[src/core/timer0_pkg.sv]
// Summary of operation
// - cpu reads and writes the 8-bit counter directly; writes replace the count
// - a counter write blocks compare matches on the next timer tick
// - compare a value is matched with counter for interrupt and wave out a
// - compare b value is matched with counter for interrupt and wave out b
// - low registers answer at data address and at data address minus 0x20
// - extended registers from 0x60 answer only to data space accesses
// - match b flag, bit 2, sets when counter equals compare b value
// - match a flag, bit 1, sets when counter equals compare a value
// - overflow flag, bit 0, sets when the counter overflows
// - overflow condition depends on the three-bit waveform mode selection
// - each flag clears when the cpu executes its interrupt vector
// - writing one clears a flag; writing zero leaves it alone
// - interrupt requested when global enable, source enable and flag are set
// - irq mask at 0x6e: b enable bit 2, a bit 1, overflow bit 0, reset 0
// - forced compare changes wave output only, and only in non-pwm modes; no flag, no counter clear
package timer0_pkg;

  // ****************************************************************
  // address map
  // ****************************************************************
  localparam logic [7:0] FLAGS_ADDR     = 8'h35;
  localparam logic [7:0] COUNTER_ADDR   = 8'h46;
  localparam logic [7:0] COMPARE_A_ADDR = 8'h47;
  localparam logic [7:0] COMPARE_B_ADDR = 8'h48;
  localparam logic [7:0] IRQ_MASK_ADDR  = 8'h6e;
  localparam logic [7:0] IO_OFFSET      = 8'h20;
  localparam logic [7:0] IO_LIMIT       = 8'h3f;
  localparam logic [7:0] EXT_BASE       = 8'h60;

  // ****************************************************************
  // field positions and reset values
  // ****************************************************************
  localparam int OVF_BIT     = 0;
  localparam int MATCH_A_BIT = 1;
  localparam int MATCH_B_BIT = 2;
  localparam int NUM_FLAGS   = 3;
  localparam logic [7:0] COUNTER_RESET   = 8'h00;
  localparam logic [7:0] COMPARE_RESET   = 8'h00;
  localparam logic [2:0] FLAGS_RESET     = 3'h0;
  localparam logic [2:0] IRQ_MASK_RESET  = 3'h0;
  localparam logic [7:0] COUNT_MAX       = 8'hff;
  localparam logic [7:0] COUNT_BOTTOM    = 8'h00;

  // ****************************************************************
  // waveform modes and output actions
  // ****************************************************************
  localparam logic [2:0] MODE_NORMAL     = 3'h0;
  localparam logic [2:0] MODE_PHASE_MAX  = 3'h1;
  localparam logic [2:0] MODE_CTC        = 3'h2;
  localparam logic [2:0] MODE_FAST_MAX   = 3'h3;
  localparam logic [2:0] MODE_PHASE_CMPA = 3'h5;
  localparam logic [2:0] MODE_FAST_CMPA  = 3'h7;
  localparam logic [1:0] ACT_NONE        = 2'h0;
  localparam logic [1:0] ACT_TOGGLE      = 2'h1;
  localparam logic [1:0] ACT_CLEAR       = 2'h2;
  localparam logic [1:0] ACT_SET         = 2'h3;

endpackage : timer0_pkg

[src/core/flag_if.sv]
`timescale 1ns/1ps
interface flag_if;
  logic [2:0] set;
  logic [2:0] w1c;
  logic [2:0] ack;
  logic [2:0] flags;

  modport owner (
    input  set,
    input  w1c,
    input  ack,
    output flags
  );
  modport user (
    output set,
    output w1c,
    output ack,
    input  flags
  );
endinterface : flag_if

[src/core/flag_unit.sv]
`timescale 1ns/1ps
module flag_unit (
  input  wire logic clk_i,
  input  wire logic rst_i,
  flag_if.owner     fl
);

  logic [timer0_pkg::NUM_FLAGS-1:0] flags;

  // ****************************************************************
  // sticky flags, set beats clear
  // ****************************************************************
  for (genvar i = 0; i < timer0_pkg::NUM_FLAGS; i++) begin : g_flag
    always_ff @(posedge clk_i or posedge rst_i) begin
      if (rst_i) begin
        flags[i] <= 1'b0;
      end else if (fl.set[i]) begin
        flags[i] <= 1'b1;
      end else if (fl.w1c[i] || fl.ack[i]) begin
        flags[i] <= 1'b0;
      end
    end
  end

  assign fl.flags = flags;

endmodule : flag_unit

[src/core/compare_unit.sv]
`timescale 1ns/1ps
module compare_unit #(
  parameter int WIDTH = 8
) (
  input  wire logic             clk_i,
  input  wire logic             rst_i,
  input  wire logic             tick_i,
  input  wire logic             block_i,
  input  wire logic [WIDTH-1:0] count_i,
  input  wire logic [WIDTH-1:0] compare_i,
  input  wire logic             fast_i,
  input  wire logic             phase_i,
  input  wire logic             down_i,
  input  wire logic             wrap_i,
  input  wire logic [1:0]       action_i,
  input  wire logic             force_i,
  output logic                  match_o,
  output logic                  wave_o
);

  logic wave;
  logic pwm;

  assign pwm     = fast_i || phase_i;
  // equality only counts on a tick not blocked by a counter write
  assign match_o = tick_i && !block_i && (count_i == compare_i);

  // ****************************************************************
  // waveform output
  // ****************************************************************
  always_ff @(posedge clk_i or posedge rst_i) begin
    if (rst_i) begin
      wave <= 1'b0;
    end else if (!pwm) begin
      if (match_o || force_i) begin
        unique case (action_i)
          timer0_pkg::ACT_NONE:   wave <= wave;
          timer0_pkg::ACT_TOGGLE: wave <= !wave;
          timer0_pkg::ACT_CLEAR:  wave <= 1'b0;
          timer0_pkg::ACT_SET:    wave <= 1'b1;
        endcase
      end
    end else if (action_i[1]) begin
      // pwm: action bit 0 selects inverted polarity
      if (match_o) begin
        wave <= action_i[0] ^ (phase_i && down_i);
      end else if (fast_i && wrap_i) begin
        wave <= !action_i[0];
      end
    end
  end

  assign wave_o = wave;

endmodule : compare_unit

[src/core/timer0_compare_and_flags.sv]
`timescale 1ns/1ps
module timer0_compare_and_flags (
  input  wire logic       clk_i,
  input  wire logic       rst_i,
  // cpu register port
  input  wire logic [7:0] addr_i,
  input  wire logic       io_space_i,
  input  wire logic       wr_en_i,
  input  wire logic       rd_en_i,
  input  wire logic [7:0] wdata_i,
  output logic      [7:0] rdata_o,
  // timer control
  input  wire logic       tick_i,
  input  wire logic [2:0] waveform_mode_sel_i,
  input  wire logic [1:0] action_a_i,
  input  wire logic [1:0] action_b_i,
  input  wire logic       force_compare_a_strobe_i,
  input  wire logic       force_compare_b_strobe_i,
  // interrupt handshake
  input  wire logic       global_irq_enable_i,
  input  wire logic [2:0] vector_ack_i,
  output logic      [2:0] irq_o,
  // waveform pins
  output logic            wave_out_a_o,
  output logic            wave_out_b_o
);

  // ****************************************************************
  // declarations
  // ****************************************************************
  logic [7:0] data_addr;
  logic       addr_ok;
  logic       wr_counter;
  logic       wr_compare_a;
  logic       wr_compare_b;
  logic       wr_flags;
  logic       wr_mask;
  logic [7:0] counter_value;
  logic [7:0] next_counter;
  logic [7:0] compare_a_value;
  logic [7:0] compare_b_value;
  logic [2:0] timer_irq_mask;
  logic       count_down;
  logic       next_down;
  logic       block_match;
  logic [7:0] top_value;
  logic       fast_mode;
  logic       phase_mode;
  logic       at_top;
  logic       at_bottom;
  logic       wrap;
  logic       overflow;
  logic       match_a;
  logic       match_b;
  logic [7:0] read_value;
  logic [7:0] rdata;

  flag_if fl ();

  // ****************************************************************
  // address translation
  // ****************************************************************
  always_comb begin
    if (io_space_i) begin
      data_addr = addr_i + timer0_pkg::IO_OFFSET;
      // io accesses above 0x3f never reach the extended area
      addr_ok   = (addr_i <= timer0_pkg::IO_LIMIT);
    end else begin
      data_addr = addr_i;
      addr_ok   = 1'b1;
    end
  end

  // ****************************************************************
  // write strobes
  // ****************************************************************
  assign wr_counter   = wr_en_i && addr_ok
                        && (data_addr == timer0_pkg::COUNTER_ADDR);
  assign wr_compare_a = wr_en_i && addr_ok
                        && (data_addr == timer0_pkg::COMPARE_A_ADDR);
  assign wr_compare_b = wr_en_i && addr_ok
                        && (data_addr == timer0_pkg::COMPARE_B_ADDR);
  assign wr_flags     = wr_en_i && addr_ok
                        && (data_addr == timer0_pkg::FLAGS_ADDR);
  // mask sits in the extended area: data space only
  assign wr_mask      = wr_en_i && !io_space_i
                        && (addr_i == timer0_pkg::IRQ_MASK_ADDR);

  // ****************************************************************
  // compare registers
  // ****************************************************************
  always_ff @(posedge clk_i or posedge rst_i) begin
    if (rst_i) begin
      compare_a_value <= timer0_pkg::COMPARE_RESET;
    end else if (wr_compare_a) begin
      compare_a_value <= wdata_i;
    end
  end

  always_ff @(posedge clk_i or posedge rst_i) begin
    if (rst_i) begin
      compare_b_value <= timer0_pkg::COMPARE_RESET;
    end else if (wr_compare_b) begin
      compare_b_value <= wdata_i;
    end
  end

  // ****************************************************************
  // interrupt mask register
  // ****************************************************************
  always_ff @(posedge clk_i or posedge rst_i) begin
    if (rst_i) begin
      timer_irq_mask <= timer0_pkg::IRQ_MASK_RESET;
    end else if (wr_mask) begin
      timer_irq_mask <= wdata_i[2:0];
    end
  end

  // ****************************************************************
  // mode decode
  // ****************************************************************
  always_comb begin
    fast_mode  = (waveform_mode_sel_i == timer0_pkg::MODE_FAST_MAX)
                 || (waveform_mode_sel_i == timer0_pkg::MODE_FAST_CMPA);
    phase_mode = (waveform_mode_sel_i == timer0_pkg::MODE_PHASE_MAX)
                 || (waveform_mode_sel_i == timer0_pkg::MODE_PHASE_CMPA);
    if ((waveform_mode_sel_i == timer0_pkg::MODE_CTC)
        || (waveform_mode_sel_i == timer0_pkg::MODE_PHASE_CMPA)
        || (waveform_mode_sel_i == timer0_pkg::MODE_FAST_CMPA)) begin
      top_value = compare_a_value;
    end else begin
      top_value = timer0_pkg::COUNT_MAX;
    end
  end

  assign at_top    = (counter_value == top_value);
  assign at_bottom = (counter_value == timer0_pkg::COUNT_BOTTOM);

  // ****************************************************************
  // counter sequencing
  // ****************************************************************
  always_comb begin
    next_down    = 1'b0;
    next_counter = counter_value + 8'h01;
    if (phase_mode) begin
      next_down = count_down;
      if (!count_down && at_top) begin
        next_down = 1'b1;
      end else if (count_down && at_bottom) begin
        next_down = 1'b0;
      end
      if (next_down) begin
        next_counter = counter_value - 8'h01;
      end
    end else if (at_top) begin
      next_counter = timer0_pkg::COUNT_BOTTOM;
    end
  end

  // wrap marks the step from top back to bottom in single-slope modes
  assign wrap = tick_i && !phase_mode && at_top;

  // overflow point follows the waveform mode
  always_comb begin
    if (phase_mode) begin
      overflow = tick_i && count_down && at_bottom;
    end else if ((waveform_mode_sel_i == timer0_pkg::MODE_NORMAL)
                 || (waveform_mode_sel_i == timer0_pkg::MODE_CTC)) begin
      overflow = tick_i && (counter_value == timer0_pkg::COUNT_MAX);
    end else begin
      overflow = wrap;
    end
  end

  // ****************************************************************
  // counter register
  // ****************************************************************
  always_ff @(posedge clk_i or posedge rst_i) begin
    if (rst_i) begin
      counter_value <= timer0_pkg::COUNTER_RESET;
    end else if (wr_counter) begin
      // a cpu write wins over a tick in the same cycle
      counter_value <= wdata_i;
    end else if (tick_i) begin
      counter_value <= next_counter;
    end
  end

  always_ff @(posedge clk_i or posedge rst_i) begin
    if (rst_i) begin
      count_down <= 1'b0;
    end else if (!phase_mode) begin
      count_down <= 1'b0;
    end else if (tick_i && !wr_counter) begin
      count_down <= next_down;
    end
  end

  // ****************************************************************
  // match blocking after counter write
  // ****************************************************************
  always_ff @(posedge clk_i or posedge rst_i) begin
    if (rst_i) begin
      block_match <= 1'b0;
    end else if (wr_counter) begin
      block_match <= 1'b1;
    end else if (tick_i) begin
      block_match <= 1'b0;
    end
  end

  // ****************************************************************
  // compare units
  // ****************************************************************
  compare_unit #(
    .WIDTH (8)
  ) u_compare_a (
    .clk_i     (clk_i),
    .rst_i     (rst_i),
    .tick_i    (tick_i),
    .block_i   (block_match),
    .count_i   (counter_value),
    .compare_i (compare_a_value),
    .fast_i    (fast_mode),
    .phase_i   (phase_mode),
    .down_i    (count_down),
    .wrap_i    (wrap),
    .action_i  (action_a_i),
    .force_i   (force_compare_a_strobe_i),
    .match_o   (match_a),
    .wave_o    (wave_out_a_o)
  );

  compare_unit #(
    .WIDTH (8)
  ) u_compare_b (
    .clk_i     (clk_i),
    .rst_i     (rst_i),
    .tick_i    (tick_i),
    .block_i   (block_match),
    .count_i   (counter_value),
    .compare_i (compare_b_value),
    .fast_i    (fast_mode),
    .phase_i   (phase_mode),
    .down_i    (count_down),
    .wrap_i    (wrap),
    .action_i  (action_b_i),
    .force_i   (force_compare_b_strobe_i),
    .match_o   (match_b),
    .wave_o    (wave_out_b_o)
  );

  // ****************************************************************
  // event flags
  // ****************************************************************
  always_comb begin
    fl.set                          = 3'h0;
    fl.set[timer0_pkg::MATCH_B_BIT] = match_b;
    fl.set[timer0_pkg::MATCH_A_BIT] = match_a;
    fl.set[timer0_pkg::OVF_BIT]     = overflow;
  end

  // only the three low bits have an effect
  assign fl.w1c = wr_flags ? wdata_i[2:0] : 3'h0;
  assign fl.ack = vector_ack_i;

  flag_unit u_flags (
    .clk_i (clk_i),
    .rst_i (rst_i),
    .fl    (fl)
  );

  // ****************************************************************
  // interrupt requests
  // ****************************************************************
  assign irq_o = fl.flags & timer_irq_mask
                 & {3{global_irq_enable_i}};

  // ****************************************************************
  // read data
  // ****************************************************************
  always_comb begin
    read_value = 8'h00;
    if (!io_space_i && (addr_i == timer0_pkg::IRQ_MASK_ADDR)) begin
      read_value = {5'h00, timer_irq_mask};
    end else if (addr_ok) begin
      unique case (data_addr)
        timer0_pkg::COUNTER_ADDR:   read_value = counter_value;
        timer0_pkg::COMPARE_A_ADDR: read_value = compare_a_value;
        timer0_pkg::COMPARE_B_ADDR: read_value = compare_b_value;
        timer0_pkg::FLAGS_ADDR:     read_value = {5'h00, fl.flags};
        default:                    read_value = 8'h00;
      endcase
    end
  end

  always_ff @(posedge clk_i or posedge rst_i) begin
    if (rst_i) begin
      rdata <= 8'h00;
    end else if (rd_en_i) begin
      rdata <= read_value;
    end
  end

  assign rdata_o = rdata;

endmodule : timer0_compare_and_flags

[config.mk]
export PLATFORM = sky130hd
export DESIGN_NAME = timer0_compare_and_flags
export DESIGN_NICKNAME = d
export VERILOG_FILES = /design/src/core/timer0_pkg.sv /design/src/core/flag_if.sv /design/src/core/flag_unit.sv /design/src/core/compare_unit.sv /design/src/core/timer0_compare_and_flags.sv
export SDC_FILE = /design/constraint.sdc
export NUM_CORES = 1
export LEC_CHECK = 0
export ABC_AREA = 1
export BUFFER_PORTS_ARGS = -buffer_cell sky130_fd_sc_hd__buf_2
export CORE_MARGIN = 3
export CORE_UTILIZATION = 52
export CTS_CLUSTER_SIZE = 14
export DETAILED_ROUTE_END_ITERATION = 8
export GPL_ROUTABILITY_DRIVEN = 1
export PLACE_DENSITY = 0.74
export SYNTH_ARGS = -nofsm -noshare
export SYNTH_HDL_FRONTEND = slang
export SYNTH_SLANG_ARGS = --single-unit
[constraint.sdc]
create_clock -name clk_i -period 1.6 [get_ports clk_i]
set_clock_uncertainty 0.1 [all_clocks]
set_input_delay 0.08 -clock clk_i [delete_from_list [all_inputs] [get_ports clk_i]]
set_output_delay 0.08 -clock clk_i [all_outputs]
set_load 0.05 [all_outputs]
# ---- After elaboration in Yosys (flattened, before gate mapping)
# Index checks and enable logic that the tools add are counted.
dict set report word_totals {
  regBits 42
  latch_bits 0
  ram_bits 0
  rom_bits 0
  output_inout_bits 13
  word_cells 139
  memories 0
}
dict set report op_classes {
  n_addsub 3
  mul 0
  div 0
  magnitude_cmp 1
  eq_ne 27
  shift 0
  mux 39
  bitwise_logic 4
  n_reduce_logical 53
}
# cell n
set op_table {}
lappend op_table {{8-bit 2-to-1 mux} 9}
lappend op_table {{8-bit by 7-bit == test with 1-bit output (second input constant)} 4}
lappend op_table {{8-bit one-hot mux with 4 select lines} 1}
lappend op_table {{1-bit 2-to-1 mux} 26}
lappend op_table {{8-bit == test} 3}
lappend op_table {{1-bit logical AND} 21}
lappend op_table {{2-bit nonzero test} 6}
lappend op_table {{1-bit logical OR} 11}
lappend op_table {{1-bit zero test} 9}
lappend op_table {{8-bit by 1-bit adder with 8-bit output (second input constant)} 1}
lappend op_table {{8-bit by 6-bit adder with 8-bit output (second input constant)} 1}
lappend op_table {{2-bit == test (second input constant)} 4}
lappend op_table {{8-bit by 6-bit == test with 1-bit output (second input constant)} 1}
lappend op_table {{8-bit == test (second input constant)} 1}
lappend op_table {{8-bit by 6-bit <= comparator with 1-bit output (second input constant)} 1}
lappend op_table {{8-bit zero test} 1}
lappend op_table {{4-bit AND reduction} 2}
lappend op_table {{8-bit by 1-bit subtractor with 8-bit output (second input constant)} 1}
lappend op_table {{3-bit AND} 2}
lappend op_table {{3-bit by 2-bit == test with 1-bit output (second input constant)} 2}
lappend op_table {{3-bit == test (second input constant)} 2}
lappend op_table {{2-bit != test (second input constant)} 3}
lappend op_table {{3-bit by 2-bit != test with 1-bit output (second input constant)} 2}
lappend op_table {{1-bit one-hot mux with 3 select lines} 2}
lappend op_table {{other kinds (7)} 11}

# ---- Logic depth before layout (Yosys ltp)
dict set report depth {
  depth_word 12
  ltp_mapped 15
  depth_no_buf 14
}

# ---- Modules after synthesis
# A second synthesis with hierarchy kept.
dict set report unflattened {
  cells_unflattened 485
  hier_area_um2 3271.9
}
# mod n_inst cells_per_inst area_each_um2 seq_area_each_um2
set by_module_without_submodules {}
lappend by_module_without_submodules {timer0_compare_and_flags 1 367 2517.4 925.9}
lappend by_module_without_submodules {compare_unit 2 50 310.3 25.0}
lappend by_module_without_submodules {flag_unit 1 18 133.9 75.1}

# ---- Worst setup path after synthesis
# OpenSTA, ideal clock, no wires.
dict set report synth_timing {
  path_kind {reg-to-reg}
  start {register counter_value[4]}
  end {register counter_value[4]}
  t_arrival_ns 1.480
  required_time_ns 1.383
  slack_ns -0.097
  stages_incl_launch_ff 12
  cell_sequence {dfrtp_1 -> clkbuf_2 -> inv_2 -> nand2_1 -> nor3_1 -> nand4_1 -> nand2_4 -> nor2_8 -> inv_2 -> nand2_1 -> nand3_1 -> nand2_1}
}
dict set report synth_via {
  elab_chain_len 9
  elab_cells_between_ends 14
  classes_between {add/sub: 2; eq/ne: 1; mux: 8; reduce/logical: 3}
}
# item line
set synth_lines {}
lappend synth_lines {{start: declaration} timer0_compare_and_flags.sv:38} ;# logic [7:0] counter_value;
lappend synth_lines {{start signal: assignment} timer0_compare_and_flags.sv:180} ;# counter_value <= timer0_pkg::COUNTER_RESET;
lappend synth_lines {{start signal: assignment} timer0_compare_and_flags.sv:183} ;# counter_value <= wdata_i;
lappend synth_lines {{start signal: assignment} timer0_compare_and_flags.sv:185} ;# counter_value <= next_counter;
lappend synth_lines {{8-bit zero test} timer0_compare_and_flags.sv:137} ;# assign at_bottom = (counter_value == timer0_pkg::COUNT_BOTTOM);
lappend synth_lines {{1-bit logical AND} timer0_compare_and_flags.sv:149} ;# end else if (count_down && at_bottom) begin
lappend synth_lines {{1-bit 2-to-1 mux} timer0_compare_and_flags.sv:149}
lappend synth_lines {{1-bit 2-to-1 mux} timer0_compare_and_flags.sv:147} ;# if (!count_down && at_top) begin
lappend synth_lines {{1-bit 2-to-1 mux} timer0_compare_and_flags.sv:145} ;# if (phase_mode) begin
lappend synth_lines {{8-bit 2-to-1 mux} timer0_compare_and_flags.sv:152} ;# if (next_down) begin
lappend synth_lines {{8-bit 2-to-1 mux (*)} timer0_compare_and_flags.sv:145}
lappend synth_lines {{8-bit 2-to-1 mux (*)} timer0_compare_and_flags.sv:184} ;# end else if (tick_i) begin
lappend synth_lines {{8-bit 2-to-1 mux (*)} timer0_compare_and_flags.sv:181} ;# end else if (wr_counter) begin
# Mark *: on every way between the ends. The rest lies on a longest branch, timed or not. The select of a mux whose other input is x is not followed.
# A chain may end at the register's enable or synchronous reset.

# ---- Final worst setup path
dict set report layout_timing {
  start {register counter_value[6]}
  end {register counter_value[4]}
}
# Same word-level chain as after synthesis.

==> results.md <==
* CP max FO at 5
* Most frequent cells in the layout: nand2_1, buf_4, inv_1
* IO Count at 48
* Core area at 5610 um2
* Worst-margin pin slew at 0.568 ns
* Worst EP required at 1.75 ns
* Final Net Count at 627
* Cell area after placement at 3930 um2
* Die footprint at 6840 um2
* Hold Vio Cnt, Final at 0
* Int Power at 2810 uW
* RSZ-0062 raised after global routing: true
* Syn Inst Count at 440
* CP Capture Type: flip-flop
* Min-Delay Path Class: primary input to flip-flop
* Clock Root Buffer: clkbuf_8
* Gr ovfl total at 0
* Total CTS buffers at 5
* H-tree levels at 2
* Switching share of power at 40.7%
* R2R cell count at 14
* # diodes at 0
* DRC at 0
* Maximum root-to-sink buffer count at 2
* Clk_lat worst skew at approximately 0.31 ns
* Clk pwr share at between 10% and 20%
* First-pass GRT wire length at 15,600 um
* Critical path class: flip-flop to flip-flop
* Antenna Nets Post-Route at 0
* Critical Path Source: counter_value[6]$_DFFE_PP0P_
* Clock sinks at 42
* Fin. max-slew vios at 0
* Vias in the first global route at 3,365
* Setup_tns at -2.98 ns
* Drt pass-1 iters at 7
* Crit path capture: counter_value[4]$_DFFE_PP0P_
* Register area share after synthesis at between 30% and 40%
* Area growth syn-to-layout at 46.8%
* Final Critical Period at 1.89 ns
* RR Endpoint: counter_value[4]$_DFFE_PP0P_
* Worst rel slew slack at 62.2%
* # rows at 27
* Port Buffers at 47
* Inst Count DP at between 600 and 700
* Type of element launching the critical path: flip-flop
* R2r startpoint: counter_value[6]$_DFFE_PP0P_
* Psw at 1930 uW
* Gp weighted congestion at 1.06
* Warnings, synthesis at 0
* Final instance area at 4490 um2
* DIE HEIGHT at 82.7 um
* Fmax at 0.528 GHz
* FF-to-FF setup slack at -0.29 ns
* Via count at 3,574
* DR vias/cell at 5.41
* Outcome: finished with violations
* Combinational power share at a little over half
* CTS tree: yes
* Synth Register Bits at 42
* Arrival time worst endpoint at 2.05 ns
* Leakage power at 0.00234 uW
* Worst vdd ir at ~820 uV
* Commonest non-fill, non-tap cell in the layout: nand2_1
* Die Span X at between 80 and 90 um
* Gr usage total at 30.0%
* Synthesized Nets at about 480
* Initial antenna violation count at 0
* Failing checks: negative setup slack
* Cell Count, Final, Fillers Out at 661
* Initial core utilization at between 50% and 60%
* Total Wirelength at slightly above 10,000 um
* Synthesized area at 3060 um2
* Clock Pin Slew Worst Setup and Hold Paths at 0.09 ns
* Average wire per standard cell at approximately 16 um
* Largest net degree at the start of global routing at 43
* Share of layout cells above drive strength 1 at 40.6%
* Syn_area_per_cell at 6.95 um2
* Pwr dens at 1060 nW/um2
* # setup viols final at 13
* DP HPWL at 7000 um
* Final WS setup at -0.295 ns
* Part of the cycle the worst path needs at 118%
* Flop pwr share at between 20 and 30%
* Yosys cell types at 36
* MaxCap Viol Count at 0
* DRC marker count from the first detailed-route iteration at 326
[Yosys cell counts (all sizes together)]
| master | count | area share, % |
|---|---|---|
| nand2 | 134 | 17 |
| inv | 73 | 9.0 |
| o21ai | 43 | 8.1 |
| dfrtp | 42 | 34 |
| nand3 | 35 | 6.6 |
| nor2 | 32 | 5.1 |
| nor3 | 14 | 2.7 |
| xor2 | 12 | 3.4 |
| o22ai | 10 | 2.0 |
| a21oi | 6 | 0.98 |
| buf | 6 | 1.6 |
| nand4 | 6 | 1.2 |
| xnor2 | 6 | 1.7 |
| o221ai | 5 | 1.4 |
| ha | 4 | 1.6 |
| clkbuf | 2 | 0.29 |
| nand3b | 2 | 0.49 |
| o211ai | 2 | 0.49 |
| o21bai | 2 | 0.49 |
| o31ai | 2 | 0.49 |
| nor4 | 1 | 0.20 |
| o21a | 1 | 0.25 |
[worst min path at each step]
stage,depth (start not counted),end,from,slack [ns]
floorplan,1,u_flags.fl.flags[1]$_DFFE_PP0P_,vector_ack_i[1],0.08
global placement,3,u_compare_b.wave_o$_DFFE_PP0P_,rst_i,0.15
detailed placement,3,u_flags.fl.flags[1]$_DFFE_PP0P_,rst_i,0.15
CTS,3,rdata_o[7]$_DFFE_PP0P_,rd_en_i,0.02
global route,3,rdata_o[4]$_DFFE_PP0P_,rd_en_i,0.04
finish,3,rdata_o[7]$_DFFE_PP0P_,rd_en_i,0.03
[critical path, stage by stage, from the launching register on]
cell and delay [ns]:
dfrtp_1 0.46, inv_2 0.12, nand2_1 0.09, nand2_2 0.08
inv_2 0.07, nand3_2 0.09, nor2_4 0.10, nand3_4 0.10
nand2_4 0.10, nand2_4 0.08, nor2_8 0.14, inv_4 0.07
nand2_1 0.09, nand3_2 0.07, nand2_1 0.06
[final cells by class]
class,count,area [um2]
Clock inverter,3,43.8
Inverter,73,282
Fill cell,379,1120
Multi-Input combinational cell,317,1900
Sequential cell,42,1050
Tap cell,72,90.1
Clock buffer,5,68.8
Timing Repair Buffer,149,1050
[cell families (layout without fill, tap and decap cells)]
family                   after synthesis  count (layout)  share of synthesized area, %
AND/OR/NAND/NOR                      224             224                          33.7
buffers and inverters                 81             230                          10.8
flip-flops                            42              42                          34.4
AO/OA/AOI/OAI                         71              71                          14.3
XOR/XNOR                              18              18                          5.15
adder cells (fa/ha/maj)                4               4                          1.64
[through the flow]
step / power [uW] / setup slack (ns) / utilization (%) / hold WS (ns)
after global routing: 5000 / -0.411 / 80.1 / 0.0372
after detailed placement: 3280 / -0.289 / 70.0 / 0.152
after global placement: 3230 / -0.249 / 70.0 / 0.147
final: 4740 / -0.295 / 80.1 / 0.0253
after CTS: 4420 / -0.214 / 76.7 / 0.0165
after floorplan: 2330 / -0.0648 / - / 0.0758
[what timing repair did]
action                     in CTS  in global routing
gates resized for setup        30                 37
hold endpoints to repair       54                  0
setup buffers                  10                  8
pin swaps                      12                 18
hold buffers                    9                  0
setup endpoints to repair      14                 29
[per-layer routing]
metal | part of all wire (%) | global-route usage, % | wire, um
met5 | 0 | 0 | 0
met2 | 50 | 52.6 | 5150
met3 | 6.2 | 3.90 | 646
met4 | 3.0 | 8.82 | 308
met1 | 41 | 38.4 | 4240
[flip-flops by register name, indices dropped and copies added (netlist names)]
signal,count
u_compare_b.wave_o,1
block_match,1
compare_b_value,8
rdata_o,8
counter_value,8
count_down,1
compare_a_value,8
u_compare_a.wave_o,1
timer_irq_mask,3
u_flags.fl.flags,3
[power by group through the flow]
stage | sequential (uW) | combinational (uW) | clock, uW
after global placement | 1330 | 1900 | 0
after CTS | 1320 | 2200 | 903
after global routing | 1340 | 2710 | 946
after floorplan | 1340 | 984 | 0
final | 1330 | 2510 | 899
after detailed placement | 1330 | 1950 | 0
Power figures use the tool's default switching activity.
